<file path="config.mk">
export PLATFORM = sky130hd
export DESIGN_NAME = wdd_decoder
export DESIGN_NICKNAME = d
export VERILOG_FILES = /design/src/inc/wdd_pkg.sv /design/src/verilog/wdd_decoder.sv
export SDC_FILE = /design/constraint.sdc
export NUM_CORES = 1
export LEC_CHECK = 0
export BUFFER_PORTS_ARGS = -buffer_cell sky130_fd_sc_hd__buf_2
export CORE_ASPECT_RATIO = 0.9
export CORE_MARGIN = 1
export CORE_UTILIZATION = 55
export DETAILED_ROUTE_END_ITERATION = 10
export PLACE_DENSITY = 0.84
export SYNTH_ARGS = -nofsm -noshare
export SYNTH_HDL_FRONTEND = slang
export SYNTH_SLANG_ARGS = --single-unit
</file>
<file path="constraint.sdc">
create_clock -name CORE_CLK_IN -period 2.7 [get_ports CORE_CLK_IN]
set_input_delay 0.135 -clock CORE_CLK_IN [delete_from_list [all_inputs] [get_ports CORE_CLK_IN]]
set_output_delay 0.135 -clock CORE_CLK_IN [all_outputs]
set_load 0.02 [all_outputs]
</file>
<file path="src/inc/wdd_pkg.sv">
package wdd_pkg;
  // Serial shift register layout and reset value
  localparam int              WDD_SSR_W        = 7;
  localparam logic [6:0]      WDD_SSR_RESET    = 7'h40;
  // Wiper code layout and decode window
  localparam int              WDD_WIPER_W      = 7;
  localparam logic [6:0]      WDD_WIN_LOW      = 7'h20;
  localparam logic [6:0]      WDD_WIN_HIGH     = 7'h60;
  localparam logic [6:0]      WDD_WIPER_ZERO   = 7'h00;
  localparam logic [6:0]      WDD_WIPER_FULL   = 7'h40;
  // Command code that selects the shift register
  localparam logic [7:0]      WDD_CMD_SSR      = 8'h00;
  // Device address, arbitrary value
  localparam logic [6:0]      WDD_DEV_ADDR     = 7'h2E;
  // Bits in a byte, counter layout
  localparam logic [3:0]      WDD_BYTE_BITS    = 4'h8;

  // Serial bus states
  typedef enum logic [5:0] {
    WDD_IDLE = 6'b00_0001,
    WDD_RECV = 6'b00_0010,
    WDD_RACK = 6'b00_0100,
    WDD_SEND = 6'b00_1000,
    WDD_SACK = 6'b01_0000,
    WDD_SKIP = 6'b10_0000
  } wdd_state_t;

  // Synchronised and edge-detected bus lines
  typedef struct packed {
    logic scl_rise;
    logic scl_fall;
    logic start;
    logic stop;
    logic sda;
  } wdd_bus_ev_t;
endpackage : wdd_pkg

</file>
<file path="src/verilog/wdd_decoder.sv">
`timescale 1ns/1ps
module wdd_decoder (
  input  wire logic        CORE_CLK_IN,
  input  wire logic        RST_IN,
  input  wire logic        SCL_IN,
  input  wire logic        SDA_IN,
  output logic             SDA_OUT,
  output logic             SDA_OE_OUT,
  output logic [6:0]       WIPER_OUT,
  output logic [6:0]       SERIAL_SHIFT_VALUE_OUT
);
  import wdd_pkg::*;

  // Two-stage synchronisers, then one history stage for edges
  logic [1:0] scl_sync_q;
  logic [1:0] sda_sync_q;
  logic       scl_prev_q;
  logic       sda_prev_q;
  wdd_bus_ev_t ev;

  // Sample the bus lines on the core clock
  always_ff @(posedge CORE_CLK_IN or posedge RST_IN) begin
    if (RST_IN) begin
      scl_sync_q <= 2'h3;
      sda_sync_q <= 2'h3;
      scl_prev_q <= 1'b1;
      sda_prev_q <= 1'b1;
    end else begin
      scl_sync_q <= {scl_sync_q[0], SCL_IN};
      sda_sync_q <= {sda_sync_q[0], SDA_IN};
      scl_prev_q <= scl_sync_q[1];
      sda_prev_q <= sda_sync_q[1];
    end
  end

  // Edge and condition decode, only from the second stage onward
  always_comb begin
    ev.scl_rise = scl_sync_q[1] & ~scl_prev_q;
    ev.scl_fall = ~scl_sync_q[1] & scl_prev_q;
    ev.start    = scl_sync_q[1] & scl_prev_q & sda_prev_q & ~sda_sync_q[1];
    ev.stop     = scl_sync_q[1] & scl_prev_q & ~sda_prev_q & sda_sync_q[1];
    ev.sda      = sda_sync_q[1];
  end

  // Protocol state
  wdd_state_t  st_q, st_d;
  logic [3:0]  bit_q, bit_d;         // Bits handled in current byte
  logic [7:0]  shf_q, shf_d;         // Byte shifter
  logic [1:0]  idx_q, idx_d;         // Byte index: 0 addr, 1 cmd, 2+ data
  logic        rd_q, rd_d;           // Current frame is a read
  logic        cmd_ok_q, cmd_ok_d;   // Last command code was zero
  logic [6:0]  ssr_q, ssr_d;         // Serial shift register
  logic [6:0]  pend_q, pend_d;       // Byte waiting for its ack to end
  logic        pend_v_q, pend_v_d;   // Pending byte is to be committed
  logic        sda_o_q, sda_o_d;     // Pin drive level
  logic        sda_e_q, sda_e_d;     // Pin drive enable
  logic        commit;               // Ack falling edge of a data byte

  // Next-state logic for the serial protocol
  always_comb begin
    st_d     = st_q;
    bit_d    = bit_q;
    shf_d    = shf_q;
    idx_d    = idx_q;
    rd_d     = rd_q;
    cmd_ok_d = cmd_ok_q;
    ssr_d    = ssr_q;
    pend_d   = pend_q;
    pend_v_d = pend_v_q;
    sda_o_d  = sda_o_q;
    sda_e_d  = sda_e_q;
    commit   = 1'b0;
    if (ev.start) begin
      // Start or restart: a byte in flight is dropped
      // drop cut byte
      st_d     = WDD_RECV;
      bit_d    = 4'h0;
      idx_d    = 2'h0;
      pend_v_d = 1'b0;
      sda_e_d  = 1'b0;
    end else if (ev.stop) begin
      st_d     = WDD_IDLE;
      pend_v_d = 1'b0;
      sda_e_d  = 1'b0;
    end else begin
      case (st_q)
        WDD_IDLE: begin
          sda_e_d = 1'b0;
        end
        WDD_RECV: begin
          if (ev.scl_rise) begin
            shf_d = {shf_q[6:0], ev.sda};
            bit_d = bit_q + 4'h1;
          end else if (ev.scl_fall && bit_q == WDD_BYTE_BITS) begin
            bit_d = 4'h0;
            st_d  = WDD_RACK;
            sda_o_d = 1'b0;
            sda_e_d = 1'b1;
            if (idx_q == 2'h0) begin
              if (shf_q[7:1] == WDD_DEV_ADDR) begin
                rd_d = shf_q[0];
              end else begin
                st_d    = WDD_SKIP;
                sda_e_d = 1'b0;
              end
            end else if (idx_q == 2'h1) begin
              cmd_ok_d = (shf_q == WDD_CMD_SSR);
            end else begin
              pend_d   = shf_q[6:0];
              pend_v_d = cmd_ok_q;
            end
          end
        end
        WDD_RACK: begin
          if (ev.scl_fall) begin
            sda_e_d = 1'b0;
            if (pend_v_q) begin
              commit = 1'b1;
              ssr_d  = pend_q;
            end
            pend_v_d = 1'b0;
            if (idx_q != 2'h2) begin
              idx_d = idx_q + 2'h1;
            end
            if (idx_q == 2'h0 && rd_q) begin
              st_d = cmd_ok_q ? WDD_SEND : WDD_SKIP;
              shf_d   = {1'b0, ssr_q};
              sda_o_d = 1'b0;
              sda_e_d = cmd_ok_q;
              bit_d   = 4'h1;
            end else begin
              st_d = WDD_RECV;
            end
          end
        end
        WDD_SEND: begin
          if (ev.scl_fall) begin
            if (bit_q == WDD_BYTE_BITS) begin
              sda_e_d = 1'b0;
              st_d    = WDD_SACK;
            end else begin
              sda_o_d = shf_q[3'(4'h7 - bit_q)];
              bit_d   = bit_q + 4'h1;
            end
          end
        end
        WDD_SACK: begin
          if (ev.scl_rise) begin
            st_d = ev.sda ? WDD_SKIP : WDD_SACK;
          end else if (ev.scl_fall) begin
            shf_d   = {1'b0, ssr_q};
            sda_o_d = 1'b0;
            sda_e_d = 1'b1;
            bit_d   = 4'h1;
            st_d    = WDD_SEND;
          end
        end
        WDD_SKIP: begin
          sda_e_d = 1'b0;
        end
        default: begin
          st_d    = WDD_IDLE;
          sda_e_d = 1'b0;
        end
      endcase
    end
  end

  // Protocol registers
  always_ff @(posedge CORE_CLK_IN or posedge RST_IN) begin
    if (RST_IN) begin
      st_q     <= WDD_IDLE;
      bit_q    <= 4'h0;
      shf_q    <= 8'h00;
      idx_q    <= 2'h0;
      rd_q     <= 1'b0;
      cmd_ok_q <= 1'b0;
      ssr_q    <= WDD_SSR_RESET;
      pend_q   <= 7'h00;
      pend_v_q <= 1'b0;
      sda_o_q  <= 1'b1;
      sda_e_q  <= 1'b0;
    end else begin
      st_q     <= st_d;
      bit_q    <= bit_d;
      shf_q    <= shf_d;
      idx_q    <= idx_d;
      rd_q     <= rd_d;
      cmd_ok_q <= cmd_ok_d;
      ssr_q    <= ssr_d;
      pend_q   <= pend_d;
      pend_v_q <= pend_v_d;
      sda_o_q  <= sda_o_d;
      sda_e_q  <= sda_e_d;
    end
  end

  // Window decode; purely combinational so the wiper follows the register
  // clamp low
  always_comb begin
    if (ssr_q <= WDD_WIN_LOW) begin
      WIPER_OUT = WDD_WIPER_ZERO;
    end else if (ssr_q >= WDD_WIN_HIGH) begin
      WIPER_OUT = WDD_WIPER_FULL;
    end else begin
      WIPER_OUT = ssr_q - WDD_WIN_LOW;
    end
  end

  assign SERIAL_SHIFT_VALUE_OUT = ssr_q;
  assign SDA_OUT                = sda_o_q;
  assign SDA_OE_OUT             = sda_e_q;

  // Properties
  property p_range;
    @(posedge CORE_CLK_IN) disable iff (RST_IN) WIPER_OUT <= WDD_WIPER_FULL;
  endproperty
  a_range: assert property (p_range) else $error("wiper above 64");
  property p_low;
    @(posedge CORE_CLK_IN) disable iff (RST_IN)
      ssr_q <= 7'h20 |-> WIPER_OUT == 7'h00;
  endproperty
  a_low: assert property (p_low) else $error("low clamp wrong");
  property p_mid;
    @(posedge CORE_CLK_IN) disable iff (RST_IN)
      (ssr_q > 7'h20 && ssr_q < 7'h60) |-> WIPER_OUT + 7'h20 == ssr_q;
  endproperty
  a_mid: assert property (p_mid) else $error("offset wrong");
  property p_high;
    @(posedge CORE_CLK_IN) disable iff (RST_IN)
      ssr_q >= 7'h60 |-> WIPER_OUT == 7'h40;
  endproperty
  a_high: assert property (p_high) else $error("high clamp wrong");
  property p_center;
    @(posedge CORE_CLK_IN) disable iff (RST_IN)
      ssr_q == 7'h40 |-> WIPER_OUT == 7'h20;
  endproperty
  a_center: assert property (p_center) else $error("mid wrong");
  property p_only_commit;
    @(posedge CORE_CLK_IN) disable iff (RST_IN)
      !$past(commit) |-> $stable(ssr_q);
  endproperty
  a_only_commit: assert property (p_only_commit) else $error("stray update");
  property p_commit_edge;
    @(posedge CORE_CLK_IN) disable iff (RST_IN)
      commit |-> sda_e_q && !sda_o_q && scl_prev_q && !scl_sync_q[1];
  endproperty
  a_commit_edge: assert property (p_commit_edge) else $error("bad commit");
  property p_cmd_gate;
    @(posedge CORE_CLK_IN) disable iff (RST_IN)
      commit |-> cmd_ok_q;
  endproperty
  a_cmd_gate: assert property (p_cmd_gate) else $error("cmd not zero");
  property p_msb_zero;
    @(posedge CORE_CLK_IN) disable iff (RST_IN)
      (st_q == WDD_SEND && bit_q == 4'h1) |-> !sda_o_q;
  endproperty
  a_msb_zero: assert property (p_msb_zero) else $error("msb not zero");
  property p_start_drop;
    @(posedge CORE_CLK_IN) disable iff (RST_IN)
      (ev.start || ev.stop) |=> !pend_v_q;
  endproperty
  a_start_drop: assert property (p_start_drop) else $error("cut byte kept");
  c_commit: cover property (@(posedge CORE_CLK_IN) commit);
  c_read:   cover property (@(posedge CORE_CLK_IN) st_q == WDD_SEND);
  c_full:   cover property (@(posedge CORE_CLK_IN) WIPER_OUT == 7'h40);
  c_ack_rd: cover property (@(posedge CORE_CLK_IN) st_q == WDD_SACK && ev.scl_fall);
  // A refused frame must leave the line to the pull-up
  // skip stays quiet
  property p_skip_quiet;
    @(posedge CORE_CLK_IN) disable iff (RST_IN)
      st_q == WDD_SKIP |-> !sda_e_q;
  endproperty
  a_skip_quiet: assert property (p_skip_quiet) else $error("drives in skip");
endmodule : wdd_decoder

</file>
==> results of run 1 <==
-- flip-flops by register name, summed over array words and instances, names as in the netlist --
name and count:
SDA_OE_OUT 1, cmd_ok_q 1, pend_q 7, SDA_OUT 1, SERIAL_SHIFT_VALUE_OUT 7, pend_v_q 1, idx_q 2, scl_sync_q 2
rd_q 1, st_q 6, bit_q 4, scl_prev_q 1, shf_q 8, sda_prev_q 1, sda_sync_q 2
-- cell families after synthesis --
logic type	count (synthesis)	share of synthesized area
AND/OR/NAND/NOR	98	0.2151
AO/OA/AOI/OAI	56	0.1391
flip-flops	45	0.4316
buffers and inverters	29	0.04606
multiplexers	27	0.1201
adder cells (fa/ha/maj)	8	0.03799
XOR/XNOR	3	0.009973
-- routing by layer --
layer	GRT usage	up-vias	wire length, um	share of wire
li1	-	1008	-	-
met1	0.3604	1061	2749	0.47
met2	0.3975	93	2634	0.45
met3	0.05522	16	359	0.061
met4	0.09906	0	161	0.027
met5	0	-	0	0
-- cell usage in the layout, fill, tap and decap left out, types with 2 or more instances in the layout --
cell type,n
nor4b_1,2
dfrtp_1,36
nor3_2,2
nand2_1,25
o31ai_1,2
nor4_1,3
a21oi_1,6
ha_1,8
inv_1,12
and3b_1,2
nand3b_1,8
mux4_2,2
dfstp_2,9
nor2b_1,2
nor3_1,7
o22ai_1,2
o21ai_0,24
a31o_2,2
clkbuf_8,5
xor2_1,2
a211o_1,2
and2_1,6
nand3_1,6
mux2i_1,8
a21o_1,2
buf_2,19
buf_4,7
nand4_1,5
a22oi_1,2
or3_1,6
and3_1,3
mux2_2,17
dlygate4sd3_1,3
nor2_1,12
-- critical path, cell delays in order, from the launching register on --
cell and delay (ns):
dfrtp_1 0.46, or4_4 0.57, or3_1 0.47, nor4_4 0.54
mux2_2 0.40
-- where the power goes --
group	leakage [uW]	switching, uW	internal [uW]
Combinational	0.000703	173	125
Sequential	0.000595	62.3	717
Clock	0.0000554	233	278
-- through the flow --
stage	area (um^2)	cells	hold slack (ns)
6_report	2929	349	0.3601
5_1_grt	2929	349	0.3660
4_1_cts	2929	349	0.3614
3_5_place_dp	2788	338	0.2438
3_3_place_gp	2788	338	0.2406
2_1_floorplan	2635	266	0.1395
-- layout make-up --
cell class	count	area, um^2
clock buffers	6	72.57
clock inverters	2	38.79
fillers	374	1589
inverters	13	48.80
multi-input cells	192	1376
flip-flops and latches	45	1137
well taps	62	77.57
repair buffers	29	177.7
-- worst max-delay path by stage --
stage,endpoint,slack (ns),startpoint
3_3_place_gp,pend_q[2],0.24,st_q[5]
4_1_cts,pend_q[0],0.18,st_q[5]
3_5_place_dp,pend_q[0],0.19,st_q[5]
6_report,pend_q[0],0.16,st_q[5]
2_1_floorplan,pend_q[0],0.42,st_q[5]
5_1_grt,pend_q[0],0.07,st_q[5]
==> run metrics, run 1 <==
antenna violations before repair 0; Post-synth EDFFs 0; Async SR Flop Fraction 1.000; worst skew pair latency 0.30 ns; layout cell share with drive strength beyond 1 0.2439; min Tclk post-route 2.540 ns; antenna fix cells 0; first-pass GRT wire length 9.625 mm; total track usage 0.2591; Final Routed Wirelength 5.905 mm; Mapped Area 2635 um^2; Worst setup EP type register; status finished, final reports clean; worst clock skew 0.006309 ns; Worst-path clk slew 0.08 ns; gr ovfl total 0; pin count of the biggest net entering global routing 31; FF-to-FF path depth 4; HP Start sda_sync_q[0]; crit start category register; initial drt markers 192; Req. time, crit path 2.89 ns; num rows 23; most common library cells after synthesis dfrtp_1, nand2_1, o21ai_0; Synth warnings 0; Slew headroom 0.2880; Die Wd 74.96 um; average wire per standard cell 16.92 um; post-route ant nets 0; CTS Root Cell clkbuf_8; number of post-CTS setup repair buffers 0; Max clock buf depth 2; Tightest Pin Transition 1.061 ns; worst setup margin 0.1602 ns; port bufs 19; Mapped Avg Cell Area 9.906 um^2; final setup violating endpoints 0; Initial Util 0.5832; crit path DAT 2.73 ns; Setup CP Type register to register; Layout Utilization 0.6483; Pwr per Cell Area 542.4 nW/um^2; Hold Crit Endpoint sda_sync_q[1]; Core Region 4518 um^2; Highest Clock Rate 393.7 MHz; RSZ-0062 raised after global routing no; final hold viol count 0; area share of the largest cell type after synthesis 0.3419; maximum VDD drop 0.4341 mV; Synth area leader dfrtp_1; Worst Hold Path Cells 0; CTS tree yes; Clock Sinks 45; vias in the first global route 1984; Final #Nets 298; setup TNS 0 ns; dominant synthesized flop cell dfrtp_1; main area contributors after synthesis dfrtp_1, dfstp_2, mux2_2; Place WS 0.1890 ns; DR pass1 iterations 5; via-per-instance ratio 6.241; die height 67.67 um; die area 5072 um^2; reg2reg setup slack 0.16 ns; drc violations 0; leading cell type by number of instances after synthesis dfrtp_1; worst min-delay path category register to register; Critical Path Fanout Max 8; RR Endpoint pend_q[0]; HPWL after DPL 4.189 mm; H-tree Lvls 2; final RePlAce weighted congestion 0.9427; Post-Syn Nets 278; Synth cell types 57; fin. max-slew vios 0; total power 1589 uW; reg2reg start st_q[5]; Hold-fix buffers, CTS 3; total CTS buffers 5; io pins 20; Resize count post-CTS 0; register area share after synthesis 0.4316; Vias 2178; Leakage 0.001353 uW; final period utilization 0.9407; Post-Synthesis Cells 266; Max-Cap Viols 0; Synth-to-Final Area Change 11.16%; count of state elements after synthesis 45
No activity file was read; power rests on OpenSTA's default activity.
==> run 2: changes to the inputs <==
- SETUP_SLACK_MARGIN: unset -> 0.15
- clock period: 2.7 -> 3 ns (I/O delays scaled with it)
==> run metrics, run 2 (same netlist as run 1, synthesis figures left out) <==
status finished, final reports clean; Final #Nets 293; Worst setup EP type register; Pwr per Cell Area 490.9 nW/um^2; Die Wd 74.96 um; Tightest Pin Transition 0.6558 ns; Vias 2085; Resize count post-CTS 0; Filler Cells Inserted 380; min Tclk post-route 2.609 ns; Non-Filler Instances 344; RSZ-0062 raised after global routing no; worst min-delay path category register to register; Clock Sinks 45; CTS Root Cell clkbuf_8; worst clock skew 0.01069 ns; Setup CP Type register to register; die area 5072 um^2; worst setup margin 0.3906 ns; most frequent cells in the layout dfrtp_1, nand2_1, o21ai_0, buf_2, mux2_2; Core Region 4518 um^2; Critical Path Fanout Max 12; io pins 20; Worst-path clk slew 0.09 ns; num rows 23; HPWL after DPL 3.881 mm; Most flops, register shf_q; layout cell share with drive strength beyond 1 0.2305; Max-Cap Viols 0; first-pass GRT wire length 9.273 mm; post-route ant nets 0; final RePlAce weighted congestion 0.9374; number of post-CTS setup repair buffers 0; crit start category register; Hold-fix buffers, CTS 3; drc violations 0; final setup violating endpoints 0; worst skew pair latency 0.31 ns; Synth-to-Final Area Change 9.734%; Initial Util 0.5832; P_int 1003 uW; Req. time, crit path 3.20 ns; average wire per standard cell 15.95 um; total power 1419 uW; Inst Count DP 333; Final Routed Wirelength 5.486 mm; antenna violations before repair 0; final period utilization 0.8698; gr ovfl total 0; die height 67.67 um; Slew headroom 0.5592; Layout Utilization 0.6400; Highest Clock Rate 383.2 MHz; Switching Power 416.6 uW; Sw Share 0.2935; clock group share of total power 0.325; maximum VDD drop 0.4101 mV; total track usage 0.2478; sequential share of power 0.500; Place WS 0.3883 ns; pin count of the biggest net entering global routing 46; DR pass1 iterations 4; most common cell after layout, fill and taps aside dfrtp_1; antenna fix cells 0; Max clock buf depth 2; combinational share of power 0.176; CTS tree yes; crit path DAT 2.81 ns; final hold viol count 0; Leakage 0.001326 uW; port bufs 19; Largest register FFs 8; vias in the first global route 1896; fin. max-slew vios 0; via-per-instance ratio 6.061; H-tree Lvls 2; initial drt markers 263; total CTS buffers 5; setup TNS 0 ns
-- run 2: cell types whose count changed in the layout (fill, tap and decap cells not counted), sizes merged --
cell	change
buf	-5
-- run 2: layout make-up --
type,count,area [um^2],area share
Multi-Input combinational cell,192,1376,0.4760
Clock inverter,2,38.79,0.01341
Clock buffer,6,72.57,0.02510
Inverter,13,48.80,0.01688
Sequential cell,45,1137,0.3933
Timing Repair Buffer,24,140.1,0.04846
Tap cell,62,77.57,0.02683
-- run 2: final timing paths --
| path | cells past startpoint | slack (ns) | to | startpoint |
|---|---|---|---|---|
| min in group asynchronous | 4 | 0.53 | shf_q[6] | RST_IN |
| max in group asynchronous | 4 | 2.09 | st_q[0] | RST_IN |
| min | 0 | 0.36 | sda_sync_q[1] | sda_sync_q[0] |
| min reg2reg | 0 | 0.36 | sda_sync_q[1] | sda_sync_q[0] |
| max reg2reg | 4 | 0.39 | pend_q[1] | st_q[2] |
| max | 4 | 0.39 | pend_q[1] | st_q[2] |
-- run 2: critical path, stage by stage, from the launching register on --
cell and delay (ns):
dfrtp_1 0.51, or4_4 0.61, or3_1 0.46, nor4_4 0.53
mux2_2 0.40
-- run 2: stage by stage --
| stage | area [um^2] | hold WS (ns) |
|---|---|---|
| floorplan | 2635 | 0.1545 |
| global placement | 2750 | 0.2558 |
| detailed placement | 2750 | 0.2567 |
| CTS | 2892 | 0.3623 |
| global route | 2892 | 0.3670 |
| finish | 2892 | 0.3620 |
-- run 2: per-layer routing --
layer	vias up	share of wire	global-route usage
li1	1002	-	-
met2	82	0.44	0.3604
met4	0	0.027	0.1061
met5	-	0	0
met1	986	0.47	0.3582
met3	15	0.066	0.04925
-- run 2: power by group through the flow --
stage | sequential [uW] | clock, uW | combinational, uW
finish | 709 | 461 | 249
global route | 720 | 487 | 284
CTS | 709 | 471 | 249
detailed placement | 722 | 0 | 245
global placement | 719 | 0 | 235
floorplan | 679 | 0 | 233
